$ cat src/core/cursor_adjust_regeneration_consts.svh
// Purpose: constants for cursor adjustment during buffer regeneration
// Assumes: one 125 MHz clock, buffer words of code, cursor flag, parity
// Notes:   included by bare name; definitions only
// Function
// - Flag plus pending key in unprotected mode halts stepping, display.
// - Buffer cycle: clear data, counter to address, read, step, write back.
// - Advance with flag found: counter minus one to re-read cursor word.
// - Advance: then clear flag, flip parity, write back, counter plus one.
// - Advance: then sets flag on next word, flips parity, minus one, resume.
// - Flag set, none pending: show character with cursor, no spacing first.
// - Backspace: re-read cursor word, clear flag, flip parity, minus one.
// - Backspace: set flag on previous word, flip parity, plus one, resume.
// - End of cycle: flag with jump key steps counter back one.
// - Jump: return cycle clears flag, fixes parity, writes same address.
// - Jump removal sets protect latch: no insertion this character mode.
// - Jump removal sets a pending latch for next unprotected character mode.
// - Pending jump and mode code 40 or 41: fetch word, step back one.
// - Next cycle re-reads that word, sets flag, fixes parity, writes back.
// - Point plot unblanks after deflection; line mode unblanks during it.
// - Deflection registers hold last coordinates until new ones are loaded.
// - High four coordinate bits also go to the offset correction outputs.
`ifndef CURSOR_ADJUST_REGENERATION_CONSTS_SVH
`define CURSOR_ADJUST_REGENERATION_CONSTS_SVH

`define ADDR_W          12
`define CODE_W          8
`define WORD_W          10
`define CURSOR_BIT      8
`define PARITY_BIT      9
`define COORD_W         10
`define OFFSET_W        4
`define BAC_RESET       12'h000
`define MODE_UNPROT_A   8'h40
`define MODE_UNPROT_B   8'h41
`define CLK_MHZ         125
`define POINT_UNBLANK_NS 500
`define POINT_UNBLANK_CYC ((`POINT_UNBLANK_NS * `CLK_MHZ + 999) / 1000)
`define POINT_CNT_W     7

`endif

$ cat src/core/cursor_adjust_regeneration_pkg.sv
// Purpose: shared types for the cursor adjustment block
// Assumes: constants come from the consts header
// Notes:   enum codes are written out in binary
package cursor_adjust_regeneration_pkg;

   // steps of one buffer cycle
   typedef enum logic [2:0] {
      CYC_IDLE  = 3'b000,
      CYC_CLEAR = 3'b001,
      CYC_READ  = 3'b010,
      CYC_STEP  = 3'b011,
      CYC_WRITE = 3'b100,
      CYC_EXAM  = 3'b101
   } buf_cycle_e;

   // cursor adjustment phase applied to the next buffer cycle
   typedef enum logic [2:0] {
      ADJ_IDLE    = 3'b000,
      ADJ_REMOVE  = 3'b001,
      ADJ_INSERT  = 3'b010,
      ADJ_JREMOVE = 3'b011,
      ADJ_JINSERT = 3'b100
   } adj_phase_e;

   // keyboard cursor request waiting for service
   typedef enum logic [1:0] {
      KEY_NONE = 2'b00,
      KEY_ADV  = 2'b01,
      KEY_BKS  = 2'b10,
      KEY_JMP  = 2'b11
   } key_req_e;

endpackage : cursor_adjust_regeneration_pkg

$ cat src/core/deflection_hold.sv
// Purpose: X/Y deflection holding registers and beam unblank control
// Assumes: deflection complete arrives from analog circuits, unsynchronised
// Notes:   point unblank length is a fixed count of clock cycles
`timescale 1ns/1ps
`include "cursor_adjust_regeneration_consts.svh"
module deflection_hold
   import cursor_adjust_regeneration_pkg::*;
(
   input  wire logic                  mclk_i,
   input  wire logic                  rst_n_i,
   input  wire logic                  load_i,
   input  wire logic [`COORD_W-1:0]   x_i,
   input  wire logic [`COORD_W-1:0]   y_i,
   input  wire logic                  point_mode_i,
   input  wire logic                  line_mode_i,
   input  wire logic                  defl_complete_i,
   output logic      [`COORD_W-1:0]   x_o,
   output logic      [`COORD_W-1:0]   y_o,
   output logic      [`OFFSET_W-1:0]  offset_x_o,
   output logic      [`OFFSET_W-1:0]  offset_y_o,
   output logic                       unblank_o,
   output logic                       busy_o
);

   localparam logic [`POINT_CNT_W-1:0] POINT_CYC =
      `POINT_CNT_W'(`POINT_UNBLANK_CYC);

   logic [2:0]              done_sync_ff;
   logic                    busy_ff;
   logic [`POINT_CNT_W-1:0] point_cnt_ff;
   logic                    done_rise;

   // stage 0 is read only by stage 1; stage 2 serves edge detection
   always_ff @(posedge mclk_i or negedge rst_n_i) begin
      if (!rst_n_i) begin
         done_sync_ff <= 3'h0;
      end else begin
         done_sync_ff <= {done_sync_ff[1:0], defl_complete_i};
      end
   end

   assign done_rise = done_sync_ff[1] & ~done_sync_ff[2];

   // coordinates stay put so the beam holds still between loads
   always_ff @(posedge mclk_i or negedge rst_n_i) begin
      if (!rst_n_i) begin
         x_o <= 10'h000;
         y_o <= 10'h000;
      end else if (load_i) begin
         x_o <= x_i;
         y_o <= y_i;
      end
   end

   // high-order bits 9..6 are the most significant ones
   assign offset_x_o = x_o[`COORD_W-1 -: `OFFSET_W];
   assign offset_y_o = y_o[`COORD_W-1 -: `OFFSET_W];

   // interlock: a new load wins over a completion in the same cycle
   always_ff @(posedge mclk_i or negedge rst_n_i) begin
      if (!rst_n_i) begin
         busy_ff <= 1'b0;
      end else if (load_i) begin
         busy_ff <= 1'b1;
      end else if (done_rise) begin
         busy_ff <= 1'b0;
      end
   end

   // point spot is lit only after the beam has settled
   always_ff @(posedge mclk_i or negedge rst_n_i) begin
      if (!rst_n_i) begin
         point_cnt_ff <= 7'h00;
      end else if (load_i) begin
         point_cnt_ff <= 7'h00;
      end else if (busy_ff && done_rise && point_mode_i) begin
         point_cnt_ff <= POINT_CYC;
      end else if (point_cnt_ff != 7'h00) begin
         point_cnt_ff <= point_cnt_ff - 7'h01;
      end
   end

   // line mode keeps the beam on for the whole travel
   always_ff @(posedge mclk_i or negedge rst_n_i) begin
      if (!rst_n_i) begin
         unblank_o <= 1'b0;
      end else begin
         unblank_o <= (line_mode_i && (busy_ff || load_i)) ||
                      (point_mode_i && point_cnt_ff != 7'h00);
      end
   end

   assign busy_o = busy_ff;

endmodule : deflection_hold

$ cat src/core/cursor_adjust_regeneration.sv
// Purpose: buffer regeneration with cursor advance, backspace and jump
// Assumes: buffer memory on mclk_i, read data valid the cycle after read
// Notes:   keyboard keys are asynchronous pulses, synchronised here
`timescale 1ns/1ps
`include "cursor_adjust_regeneration_consts.svh"
module cursor_adjust_regeneration
   import cursor_adjust_regeneration_pkg::*;
(
   input  wire logic                  mclk_i,
   input  wire logic                  rst_n_i,
   // regeneration control
   input  wire logic                  regen_en_i,
   input  wire logic                  load_addr_i,
   input  wire logic [`ADDR_W-1:0]    start_addr_i,
   // display buffer memory
   output logic      [`ADDR_W-1:0]    buf_addr_o,
   output logic                       buf_rd_o,
   output logic                       buf_wr_o,
   output logic      [`WORD_W-1:0]    buf_wdata_o,
   input  wire logic [`WORD_W-1:0]    buf_rdata_i,
   // mode decoding
   input  wire logic                  char_mode_i,
   input  wire logic                  mode_code_stb_i,
   input  wire logic [`CODE_W-1:0]    mode_control_code_i,
   // keyboard cursor keys
   input  wire logic                  kbd_advance_i,
   input  wire logic                  kbd_backspace_i,
   input  wire logic                  kbd_jump_i,
   // character generator
   output logic                       char_stb_o,
   output logic      [`CODE_W-1:0]    char_code_o,
   output logic                       char_cursor_o,
   // status
   output logic      [`ADDR_W-1:0]    buffer_address_counter_o,
   output logic                       adjust_busy_o,
   output logic                       jump_pending_o,
   output logic                       jump_protect_o,
   output logic                       key_pending_o,
   // deflection
   input  wire logic                  defl_load_i,
   input  wire logic [`COORD_W-1:0]   defl_x_i,
   input  wire logic [`COORD_W-1:0]   defl_y_i,
   input  wire logic                  point_mode_i,
   input  wire logic                  line_mode_i,
   input  wire logic                  defl_complete_i,
   output logic      [`COORD_W-1:0]   defl_x_o,
   output logic      [`COORD_W-1:0]   defl_y_o,
   output logic      [`OFFSET_W-1:0]  offset_x_o,
   output logic      [`OFFSET_W-1:0]  offset_y_o,
   output logic                       unblank_o,
   output logic                       defl_busy_o
);

   buf_cycle_e          cyc_ff;
   adj_phase_e          phase_ff;
   key_req_e            req_ff;
   logic [`ADDR_W-1:0]  bac_ff;
   logic [`ADDR_W-1:0]  bar_ff;
   logic [`WORD_W-1:0]  data_ff;
   logic                unprot_ff;
   logic                first_ff;
   logic                jump_pend_ff;
   logic                jump_prot_ff;
   logic [2:0]          key_s1_ff;
   logic [2:0]          key_s2_ff;
   logic [2:0]          key_s3_ff;
   logic [2:0]          key_rise;
   logic                cursor_seen;
   logic                start_adj;
   logic                start_jins;
   logic                seq_end;
   logic                unprot_code;

   // mode codes 40 and 41 select unprotected character mode
   function automatic logic is_unprot(input logic [`CODE_W-1:0] code);
      is_unprot = (code == `MODE_UNPROT_A) || (code == `MODE_UNPROT_B);
   endfunction : is_unprot

   // cursor flag change always flips parity to keep it valid
   function automatic logic [`WORD_W-1:0] with_cursor(
      input logic [`WORD_W-1:0] w,
      input logic               c
   );
      with_cursor = {~w[`PARITY_BIT], c, w[`CODE_W-1:0]};
   endfunction : with_cursor

   assign unprot_code = is_unprot(mode_control_code_i);

   // two flops per key before anything looks at it
   genvar gi;
   generate
      for (gi = 0; gi < 3; gi++) begin : g_key_sync
         always_ff @(posedge mclk_i or negedge rst_n_i) begin
            if (!rst_n_i) begin
               key_s1_ff[gi] <= 1'b0;
               key_s2_ff[gi] <= 1'b0;
               key_s3_ff[gi] <= 1'b0;
            end else begin
               key_s1_ff[gi] <= (gi == 0) ? kbd_advance_i :
                                (gi == 1) ? kbd_backspace_i : kbd_jump_i;
               key_s2_ff[gi] <= key_s1_ff[gi];
               key_s3_ff[gi] <= key_s2_ff[gi];
            end
         end
         assign key_rise[gi] = key_s2_ff[gi] & ~key_s3_ff[gi];
      end
   endgenerate

   // decisions taken at the end of a buffer cycle
   assign cursor_seen = data_ff[`CURSOR_BIT];
   assign start_jins  = (cyc_ff == CYC_EXAM) && (phase_ff == ADJ_IDLE) &&
                        jump_pend_ff && first_ff && !jump_prot_ff;
   assign start_adj   = (cyc_ff == CYC_EXAM) && (phase_ff == ADJ_IDLE) &&
                        !start_jins && unprot_ff && char_mode_i &&
                        cursor_seen && (req_ff != KEY_NONE);
   assign seq_end     = (cyc_ff == CYC_EXAM) &&
                        ((phase_ff == ADJ_INSERT) ||
                         (phase_ff == ADJ_JREMOVE));

   // buffer cycle sequencer, one step per clock
   always_ff @(posedge mclk_i or negedge rst_n_i) begin
      if (!rst_n_i) begin
         cyc_ff <= CYC_IDLE;
      end else begin
         case (cyc_ff)
            CYC_IDLE:  cyc_ff <= regen_en_i ? CYC_CLEAR : CYC_IDLE;
            CYC_CLEAR: cyc_ff <= CYC_READ;
            CYC_READ:  cyc_ff <= CYC_STEP;
            CYC_STEP:  cyc_ff <= CYC_WRITE;
            CYC_WRITE: cyc_ff <= CYC_EXAM;
            CYC_EXAM:  cyc_ff <= regen_en_i ? CYC_CLEAR : CYC_IDLE;
            default:   cyc_ff <= CYC_IDLE;
         endcase
      end
   end

   // address register takes the counter at the start of each cycle
   always_ff @(posedge mclk_i or negedge rst_n_i) begin
      if (!rst_n_i) begin
         bar_ff <= `BAC_RESET;
      end else if (cyc_ff == CYC_CLEAR) begin
         bar_ff <= bac_ff;
      end
   end

   // data register: cleared, then loaded with the flag already edited, before write
   always_ff @(posedge mclk_i or negedge rst_n_i) begin
      if (!rst_n_i) begin
         data_ff <= 10'h000;
      end else if (cyc_ff == CYC_CLEAR) begin
         data_ff <= 10'h000;
      end else if (cyc_ff == CYC_STEP) begin
         case (phase_ff)
            ADJ_REMOVE:  data_ff <= with_cursor(buf_rdata_i, 1'b0);
            ADJ_JREMOVE: data_ff <= with_cursor(buf_rdata_i, 1'b0);
            ADJ_INSERT:  data_ff <= with_cursor(buf_rdata_i, 1'b1);
            ADJ_JINSERT: data_ff <= with_cursor(buf_rdata_i, 1'b1);
            default:     data_ff <= buf_rdata_i;
         endcase
      end
   end

   // counter: stepped mid-cycle, pulled back one at the end if needed
   always_ff @(posedge mclk_i or negedge rst_n_i) begin
      if (!rst_n_i) begin
         bac_ff <= `BAC_RESET;
      end else if (cyc_ff == CYC_IDLE && load_addr_i) begin
         bac_ff <= start_addr_i;
      end else if (cyc_ff == CYC_STEP) begin
         case (phase_ff)
            ADJ_REMOVE:
               bac_ff <= (req_ff == KEY_BKS) ? bac_ff - 12'h001
                                             : bac_ff + 12'h001;
            ADJ_INSERT:
               bac_ff <= (req_ff == KEY_BKS) ? bac_ff + 12'h001
                                             : bac_ff - 12'h001;
            default:
               bac_ff <= bac_ff + 12'h001;
         endcase
      end else if (start_adj || start_jins) begin
         bac_ff <= bac_ff - 12'h001;
      end
   end

   // adjustment phase, advanced once per buffer cycle
   always_ff @(posedge mclk_i or negedge rst_n_i) begin
      if (!rst_n_i) begin
         phase_ff <= ADJ_IDLE;
      end else if (cyc_ff == CYC_EXAM) begin
         case (phase_ff)
            ADJ_IDLE: begin
               if (start_jins) begin
                  phase_ff <= ADJ_JINSERT;
               end else if (start_adj) begin
                  phase_ff <= (req_ff == KEY_JMP) ? ADJ_JREMOVE
                                                  : ADJ_REMOVE;
               end
            end
            ADJ_REMOVE:  phase_ff <= ADJ_INSERT;
            ADJ_INSERT:  phase_ff <= ADJ_IDLE;
            ADJ_JREMOVE: phase_ff <= ADJ_IDLE;
            ADJ_JINSERT: phase_ff <= ADJ_IDLE;
            default:     phase_ff <= ADJ_IDLE;
         endcase
      end
   end

   // one key press is held until its sequence ends; a press landing
   // on the clearing cycle is kept rather than lost
   always_ff @(posedge mclk_i or negedge rst_n_i) begin
      if (!rst_n_i) begin
         req_ff <= KEY_NONE;
      end else if ((req_ff == KEY_NONE || seq_end) && key_rise != 3'h0) begin
         req_ff <= key_rise[0] ? KEY_ADV :
                   key_rise[1] ? KEY_BKS : KEY_JMP;
      end else if (seq_end) begin
         req_ff <= KEY_NONE;
      end
   end

   // unprotected character mode and first-word marker from mode codes
   always_ff @(posedge mclk_i or negedge rst_n_i) begin
      if (!rst_n_i) begin
         unprot_ff <= 1'b0;
         first_ff  <= 1'b0;
      end else if (mode_code_stb_i) begin
         unprot_ff <= unprot_code;
         first_ff  <= unprot_code;
      end else if (cyc_ff == CYC_EXAM) begin
         first_ff  <= 1'b0;
      end
   end

   // jump protect lasts for the rest of the current character mode;
   // the setting event wins over a mode change in the same cycle
   always_ff @(posedge mclk_i or negedge rst_n_i) begin
      if (!rst_n_i) begin
         jump_prot_ff <= 1'b0;
      end else if (seq_end && phase_ff == ADJ_JREMOVE) begin
         jump_prot_ff <= 1'b1;
      end else if (mode_code_stb_i) begin
         jump_prot_ff <= 1'b0;
      end
   end

   // pending jump reminder, dropped once the cursor is reinserted
   always_ff @(posedge mclk_i or negedge rst_n_i) begin
      if (!rst_n_i) begin
         jump_pend_ff <= 1'b0;
      end else if (seq_end && phase_ff == ADJ_JREMOVE) begin
         jump_pend_ff <= 1'b1;
      end else if (cyc_ff == CYC_EXAM && phase_ff == ADJ_JINSERT) begin
         jump_pend_ff <= 1'b0;
      end
   end

   // character hand-off; held back while an adjustment starts or runs
   always_ff @(posedge mclk_i or negedge rst_n_i) begin
      if (!rst_n_i) begin
         char_stb_o    <= 1'b0;
         char_code_o   <= 8'h00;
         char_cursor_o <= 1'b0;
      end else begin
         char_stb_o <= (cyc_ff == CYC_EXAM) && char_mode_i &&
                       (phase_ff == ADJ_IDLE) &&
                       !start_adj && !start_jins;
         if (cyc_ff == CYC_EXAM) begin
            char_code_o   <= data_ff[`CODE_W-1:0];
            char_cursor_o <= cursor_seen;
         end
      end
   end

   // memory strobes follow the cycle step directly
   assign buf_addr_o  = bar_ff;
   assign buf_rd_o    = (cyc_ff == CYC_READ);
   assign buf_wr_o    = (cyc_ff == CYC_WRITE);
   assign buf_wdata_o = data_ff;

   // status view of internal state
   assign buffer_address_counter_o = bac_ff;
   assign adjust_busy_o  = (phase_ff != ADJ_IDLE);
   assign jump_pending_o = jump_pend_ff;
   assign jump_protect_o = jump_prot_ff;
   assign key_pending_o  = (req_ff != KEY_NONE);

   // beam position and blanking
   deflection_hold u_deflection_hold (
      .mclk_i          (mclk_i),
      .rst_n_i         (rst_n_i),
      .load_i          (defl_load_i),
      .x_i             (defl_x_i),
      .y_i             (defl_y_i),
      .point_mode_i    (point_mode_i),
      .line_mode_i     (line_mode_i),
      .defl_complete_i (defl_complete_i),
      .x_o             (defl_x_o),
      .y_o             (defl_y_o),
      .offset_x_o      (offset_x_o),
      .offset_y_o      (offset_y_o),
      .unblank_o       (unblank_o),
      .busy_o          (defl_busy_o)
   );

endmodule : cursor_adjust_regeneration

$ cat config.mk
export PLATFORM = sky130hd
export DESIGN_NAME = cursor_adjust_regeneration
export DESIGN_NICKNAME = d
export VERILOG_FILES = /design/src/core/cursor_adjust_regeneration_pkg.sv /design/src/core/deflection_hold.sv /design/src/core/cursor_adjust_regeneration.sv
export VERILOG_INCLUDE_DIRS = /design/src /design/src/core
export SDC_FILE = /design/constraint.sdc
export NUM_CORES = 1
export LEC_CHECK = 0
export CORE_MARGIN = 2
export CORE_UTILIZATION = 38
export DETAILED_ROUTE_END_ITERATION = 8
export DONT_BUFFER_PORTS = 1
export SYNTH_ARGS = -nofsm -noshare
export SYNTH_HDL_FRONTEND = slang
export SYNTH_SLANG_ARGS = --single-unit
$ cat constraint.sdc
create_clock -name mclk_i -period 2.14 [get_ports mclk_i]
set_clock_uncertainty 0.1 [all_clocks]
set_input_delay 0.321 -clock mclk_i [delete_from_list [all_inputs] [get_ports mclk_i]]
set_output_delay 0.321 -clock mclk_i [all_outputs]
set_load 0.02 [all_outputs]
Word level (Yosys, flattened, before mapping) --
Cells that the tools add are included.
Word-level totals: logic and storage cells 134, input bits 63, output and inout bits 80, register bits after elaboration 97
Cells by class: add/subtract/negate cells 3, bitwise gates (word level) 9, muxes and demuxes 30, reductions and logical operators 50, equality and inequality tests 14
Operators with widths (count):
- 12-bit two-way mux | 5
- 12-bit one-hot mux with 2 select lines | 1
- 1-bit logical AND | 22
- 7-bit two-way mux | 3
- 10-bit two-way mux | 2
- 10-bit one-hot mux with 2 select lines | 1
- 8-bit by 7-bit == test with 1-bit output, second input constant | 2
- 3-bit one-hot mux with 5 select lines | 1
- 2-bit nonzero test | 7
- 12-bit by 1-bit adder with 12-bit output, second input constant | 1
- 3-bit by 2-bit == test with 1-bit output, second input constant | 4
- 3-bit nonzero test | 4
- 12-bit by 1-bit subtractor with 12-bit output, second input constant | 1
- 1-bit two-way mux | 10
- 3-bit == test, second input constant | 3
- 2-bit two-way mux | 4
- 7-bit nonzero test | 1
- 7-bit by 1-bit subtractor with 7-bit output, second input constant | 1
- 3-bit by 1-bit == test with 1-bit output, second input constant | 2
- 3-bit zero test | 2
- 1-bit logical OR | 6
- 3-bit two-way mux | 2
- 3-bit one-hot mux with 2 select lines | 1
- 2-bit OR reduction | 3
- other kinds (7) | 17

Longest topological paths before layout --
depth in word-level cells 15, gate-level depth with buffers 8, depth with buffers taken out 7

Hierarchy --
Synthesis repeated with hierarchy kept, for this count alone.
Unflattened totals: cells, all modules 407, area, all modules 4499.3 µm²
Modules (own cells, without submodules):
- cursor_adjust_regeneration | instances 1, seq. area each 1626.6 µm², cells an instance 307, area each 3135.5 µm²
- deflection_hold | instances 1, seq. area each 800.8 µm², cells an instance 100, area each 1363.8 µm²

Worst setup path before layout --
No wires, ideal clock.
path type register to register, from register bac_ff[5], in the netlist buffer_address_counter_o[5], to register bac_ff[11], in the netlist buffer_address_counter_o[11], cell stages (with the launch flop) 8, required time 1.920 ns, period minus slack after synthesis 1.926 ns, data arrival time 1.706 ns, buffers on the path 1, slack 0.214 ns, library setup time 0.120 ns, cell sequence dfrtp_1 -> buf_6 -> or3_4 -> or3_1 -> nor3_1 -> mux2i_1 -> mux2i_1 -> nor2_1
Between the ends: longest elaborated chain between the ends 5, elaborated cells on any way between the ends 8, those cells by class 2 x add/sub; 6 x mux
RTL lines:
- start: declaration | RTL line cursor_adjust_regeneration.sv:57 | logic [`ADDR_W-1:0] bac_ff;
- start signal: assignment | RTL line cursor_adjust_regeneration.sv:166 | bac_ff <= `BAC_RESET;
- start signal: assignment | RTL line cursor_adjust_regeneration.sv:168 | bac_ff <= start_addr_i;
- start signal: assignment | RTL line cursor_adjust_regeneration.sv:172 | bac_ff <= (req_ff == KEY_BKS) ? bac_ff - 12'h001
- 12-bit by 1-bit subtractor with 12-bit output or 12-bit by 1-bit adder with 12-bit output (tied branches)
- 12-bit two-way mux, on equally long branches | RTL line cursor_adjust_regeneration.sv:175, cursor_adjust_regeneration.sv:172
- 12-bit one-hot mux with 2 select lines | RTL line cursor_adjust_regeneration.sv:170 | case (phase_ff)
- 12-bit two-way mux * | RTL line cursor_adjust_regeneration.sv:169 | end else if (cyc_ff == CYC_STEP) begin
- 12-bit two-way mux * | RTL line cursor_adjust_regeneration.sv:167 | end else if (cyc_ff == CYC_IDLE && load_addr_i) begin
Mark *: on every way between the ends. The rest lies on a longest branch, timed or not. The select of a mux whose other input is x is not followed. A chain may end at the register's enable or synchronous reset.

Final worst setup path --
from register phase_ff[1], to register bac_ff[9], in the netlist buffer_address_counter_o[9]
Between the ends: longest elaborated chain between the ends 13, elaborated cells on any way between the ends 18, those cells by class 2 x eq/ne; 3 x mux; 13 x reduce/logical
RTL lines:
- start: declaration | RTL line cursor_adjust_regeneration.sv:55 | adj_phase_e phase_ff;
- start signal: assignment | RTL line cursor_adjust_regeneration.sv:195 | phase_ff <= (req_ff == KEY_JMP) ? ADJ_JREMOVE
- 3-bit zero test | RTL line cursor_adjust_regeneration.sv:111, cursor_adjust_regeneration.sv:113
- 1-bit logical AND | RTL line cursor_adjust_regeneration.sv:111, cursor_adjust_regeneration.sv:113
- 1-bit logical AND | RTL line cursor_adjust_regeneration.sv:111 | assign start_jins = (cyc_ff == CYC_EXAM) && (phase_ff == ADJ_IDLE) &&
- 1-bit logical AND (2 in a row) | RTL line cursor_adjust_regeneration.sv:112 | jump_pend_ff && first_ff && !jump_prot_ff;
- 1-bit zero test | RTL line cursor_adjust_regeneration.sv:114 | !start_jins && unprot_ff && char_mode_i &&
- 1-bit logical AND | RTL line cursor_adjust_regeneration.sv:113 | assign start_adj = (cyc_ff == CYC_EXAM) && (phase_ff == ADJ_IDLE) &&
- 1-bit logical AND (3 in a row) | RTL line cursor_adjust_regeneration.sv:114
- 1-bit logical AND | RTL line cursor_adjust_regeneration.sv:115 | cursor_seen && (req_ff != KEY_NONE);
- 1-bit logical OR | RTL line cursor_adjust_regeneration.sv:180 | end else if (start_adj || start_jins) begin
- 3-bit nonzero test (no line)
- end signal: assignment | RTL line cursor_adjust_regeneration.sv:175 | bac_ff <= (req_ff == KEY_BKS) ? bac_ff + 12'h001
- end signal: assignment | RTL line cursor_adjust_regeneration.sv:178 | bac_ff <= bac_ff + 12'h001;
- end signal: assignment | RTL line cursor_adjust_regeneration.sv:181 | bac_ff <= bac_ff - 12'h001;
Several ways; a longest one is shown, not always the timed one.

==> results.cfg <==
[critical_path]
regToRegStartpoint = phase_ff[1]$_DFFE_PN0P_
cp_common_cell = mux2i_1
r2r_slack_ps = 180
cp-start-kind = flip-flop
cp_slowest_cell = dfrtp_1
timing.rr.end = buffer_address_counter_o[9]$_DFFE_PN0P_
path_class = reg -> reg
cpLargestDelayFamily = flip-flops
cp-endpoint = buffer_address_counter_o[9]$_DFFE_PN0P_
critPathLaunch = phase_ff[1]$_DFFE_PN0P_
cpPeakStageDelay_ps = 480
arrival_ps = 2090
crit_buf_inv = 1
critPathRequiredTime_ps = 2280
endpoint_kind = flip-flop
path_cells = and4bb_2 -> a21oi_1 -> o21ai_2 -> buf_12 -> mux2i_1 -> mux2i_1 -> nor2_1
r2r_cells = 7
path_depth = 7
cp_max_fo = 11

[synth]
synth_edf_count = 0
synth_top_area_cell = dfrtp_1
synth_nets = 472
muxShareOfSynthArea = 0.119
synth_most_common_cell = dfrtp_1
synth-simple-area-share = 0.159
synthAdderAreaFrac = 0.0112
syn_inst = 405
syn_area_um2 = 4470
synthArstFlopShare = 1.00
syn_area_per_cell_um2 = 11.0
synth-compound-area-share = 0.0985
netlist.area_leader.share = 0.543
synthFlopType = dfrtp_1
yosys-top-cells-area = dfrtp_1 54%, mux2_2 8.1%, nand2_1 4.0%, mux2i_1 3.8%, a22o_1 2.2%
synth_cell_types = 50
ys_ff_latch = 97
synthTopCellsByCount = 97 x dfrtp_1, 48 x nand2_1, 32 x mux2_2, 20 x nor2_1, 17 x mux2i_1
synth_top_family_by_area = simple AND/OR/NAND/NOR gates
ys_seq_area_frac = 0.543
synth_xor_xnor_area_share = 0.0137
synth_warnings = 0

[route]
viasPerCell = 5.34
drc_errors = 0
dr.first_iter.drc_count = 159
antenna_left = 0
drt-pass1-iter-count = 4
drt-total-wl_um = 9530
vias = 3025
wl_per_cell_um = 16.8

[floorplan]
rows = 39
io_pins = 143
fp.dieH_um = 112
start_util = 0.390
die_area_um2 = 12600
die_width_um = 112
core-area_um2 = 11500

[clock_tree]
clkLatencyLatePin_ps = 340
cts_max_level = 3
cts_resized = 0
ctsHoldBuffers = 10
cts_tree = done
cts-root-buf = clkbuf_16
cts.clk_slew.worst_paths_ps = 60
clk_path_buf_depth = 2
clock_sinks = 97
post_cts_buffers = 0
cts_buffers = 9

[global_route]
grt_pass1_vias = 2996
overflow = 0
antenna_found_initial = 0
grt_max_degree = 98
grt_pass1_wl_um = 15700
grt_usage = 0.157

[timing]
hold_violations = 97
holdWs_ps = -425
finalMaxSlewViolations = 0
setup_violations = 0
rsz0062_at_grt = no
maxSlewHeadroom = 0.729
setup_tns_ps = 0
period_share = 0.914
max_freq_ghz = 0.511
worstMarginPinSlew_ps = 401
fin_crit_ps = 1960

[cells_and_area]
drive_gt1_frac = 0.180
antenna_cells = 0
ff_latch_area_um2 = 2430
synthToLayoutAreaGrowth_pct = 12.5
fillers = 1037
fin_util = 0.439
nets = 485
multi_input_area_um2 = 1790

[flow_run]
maxCapViolCount = 0

[placed_design]
numPortBuffers = 0
dp_hpwl_um = 6500
gp_congestion = 0.775

[run_status]
violations = hold timing
outcome = complete, but fails checks

[worst_hold_path]
min_path_type = in -> async

[power_and_ir_drop]
leakagePower_uw = 0.00238
ir_drop_v = 0.000615
power.density_nw_per_um2 = 1390
==> layer usage <==
layer / part of all wire / wire length (um) / global-route usage / up-vias
met5: 0 / 0 / 0 / -
met4: 0.017 / 162 / 0.0618 / 0
met3: 0.080 / 766 / 0.0578 / 12
met2: 0.47 / 4430 / 0.237 / 107
met1: 0.44 / 4170 / 0.207 / 1480
li1: - / - / - / 1426
==> how the worst min path moves through the flow <==
stage               depth (start not counted)  slack, ps                          to
global placement                            0        -70      key_s1_ff[1]$_DFF_PN0_
floorplan                                   0        -70   buf_addr_o[0]$_DFFE_PN0P_
detailed placement                          0        -70      key_s1_ff[2]$_DFF_PN0_
finish                                      0       -430   buf_addr_o[2]$_DFFE_PN0P_
CTS                                         0       -450  buf_addr_o[11]$_DFFE_PN0P_
global route                                0       -460      key_s1_ff[1]$_DFF_PN0_
==> kinds of logic (layout without fill, tap and decap cells) <==
family                     after synthesis  in the layout
and+or+nand+nor                        140            140
DFF                                     97             97
AOI/OAI and AO/OA                       65             65
muxes                                   49             49
buffers and inverters                   43             61
xor gates and xnor gates                 7              7
adders and majority gates                4              4
==> layout by cell type (no fill, tap or decap), types with 2 or more instances in the layout <==
cell type	count
dfrtp_1	97
nand2_1	48
mux2_2	32
nor2_1	20
buf_4	20
mux2i_1	17
a21oi_1	14
nand3_1	13
inv_1	12
a22o_1	11
and3_1	11
nor3_1	10
o22ai_1	10
dlygate4sd3_1	10
o21ai_0	9
clkbuf_16	9
nand2b_1	7
or2b_1	4
or2_2	4
nand3b_1	4
nor4_1	4
xnor2_1	4
a21boi_0	4
ha_1	4
clkbuf_1	4
nor2b_1	3
xor2_1	3
a31oi_1	3
o21ba_1	3
nor3b_1	2
o211ai_1	2
o31ai_1	2
a21o_1	2
nor4b_1	2
buf_12	2
==> report_power, final <==
part | switching (uW) | internal (uW)
Clock | 645 | 940
Combinational | 1230 | 1100
Sequential | 791 | 2300
Total | 2660 | 4340
==> layout make-up <==
| cell class | instances | share of cell area |
|---|---|---|
| flip-flops and latches | 97 | 0.483 |
| multi-input cells | 265 | 0.356 |
| repair buffers | 32 | 0.0577 |
| clock buffers | 14 | 0.0505 |
| well taps | 143 | 0.0356 |
| inverters | 13 | 0.00970 |
| clock inverters | 2 | 0.00746 |
==> flip-flops by register name, summed over array words and instances, names as in the netlist, 7 cells and up <==
name,count
u_deflection_hold.y_o,10
u_deflection_hold.x_o,10
buf_wdata_o,10
buffer_address_counter_o,12
u_deflection_hold.point_cnt_ff,7
char_code_o,8
buf_addr_o,12
==> per-stage QoR <==
stage / worst slack [ps] / cells / cell area, um^2 / power (uW) / hold slack [ps]
after floorplan: 214 / 405 / 4470 / 4840 / -74.6
after global placement: 225 / 540 / 4640 / 5390 / -71.1
after detailed placement: 201 / 540 / 4640 / 5470 / -72.1
after CTS: 188 / 566 / 5030 / 7120 / -450
after global routing: 78.1 / 566 / 5030 / 7490 / -455
final: 184 / 566 / 5030 / 7010 / -425
No activity file was read; power rests on OpenSTA's default activity.
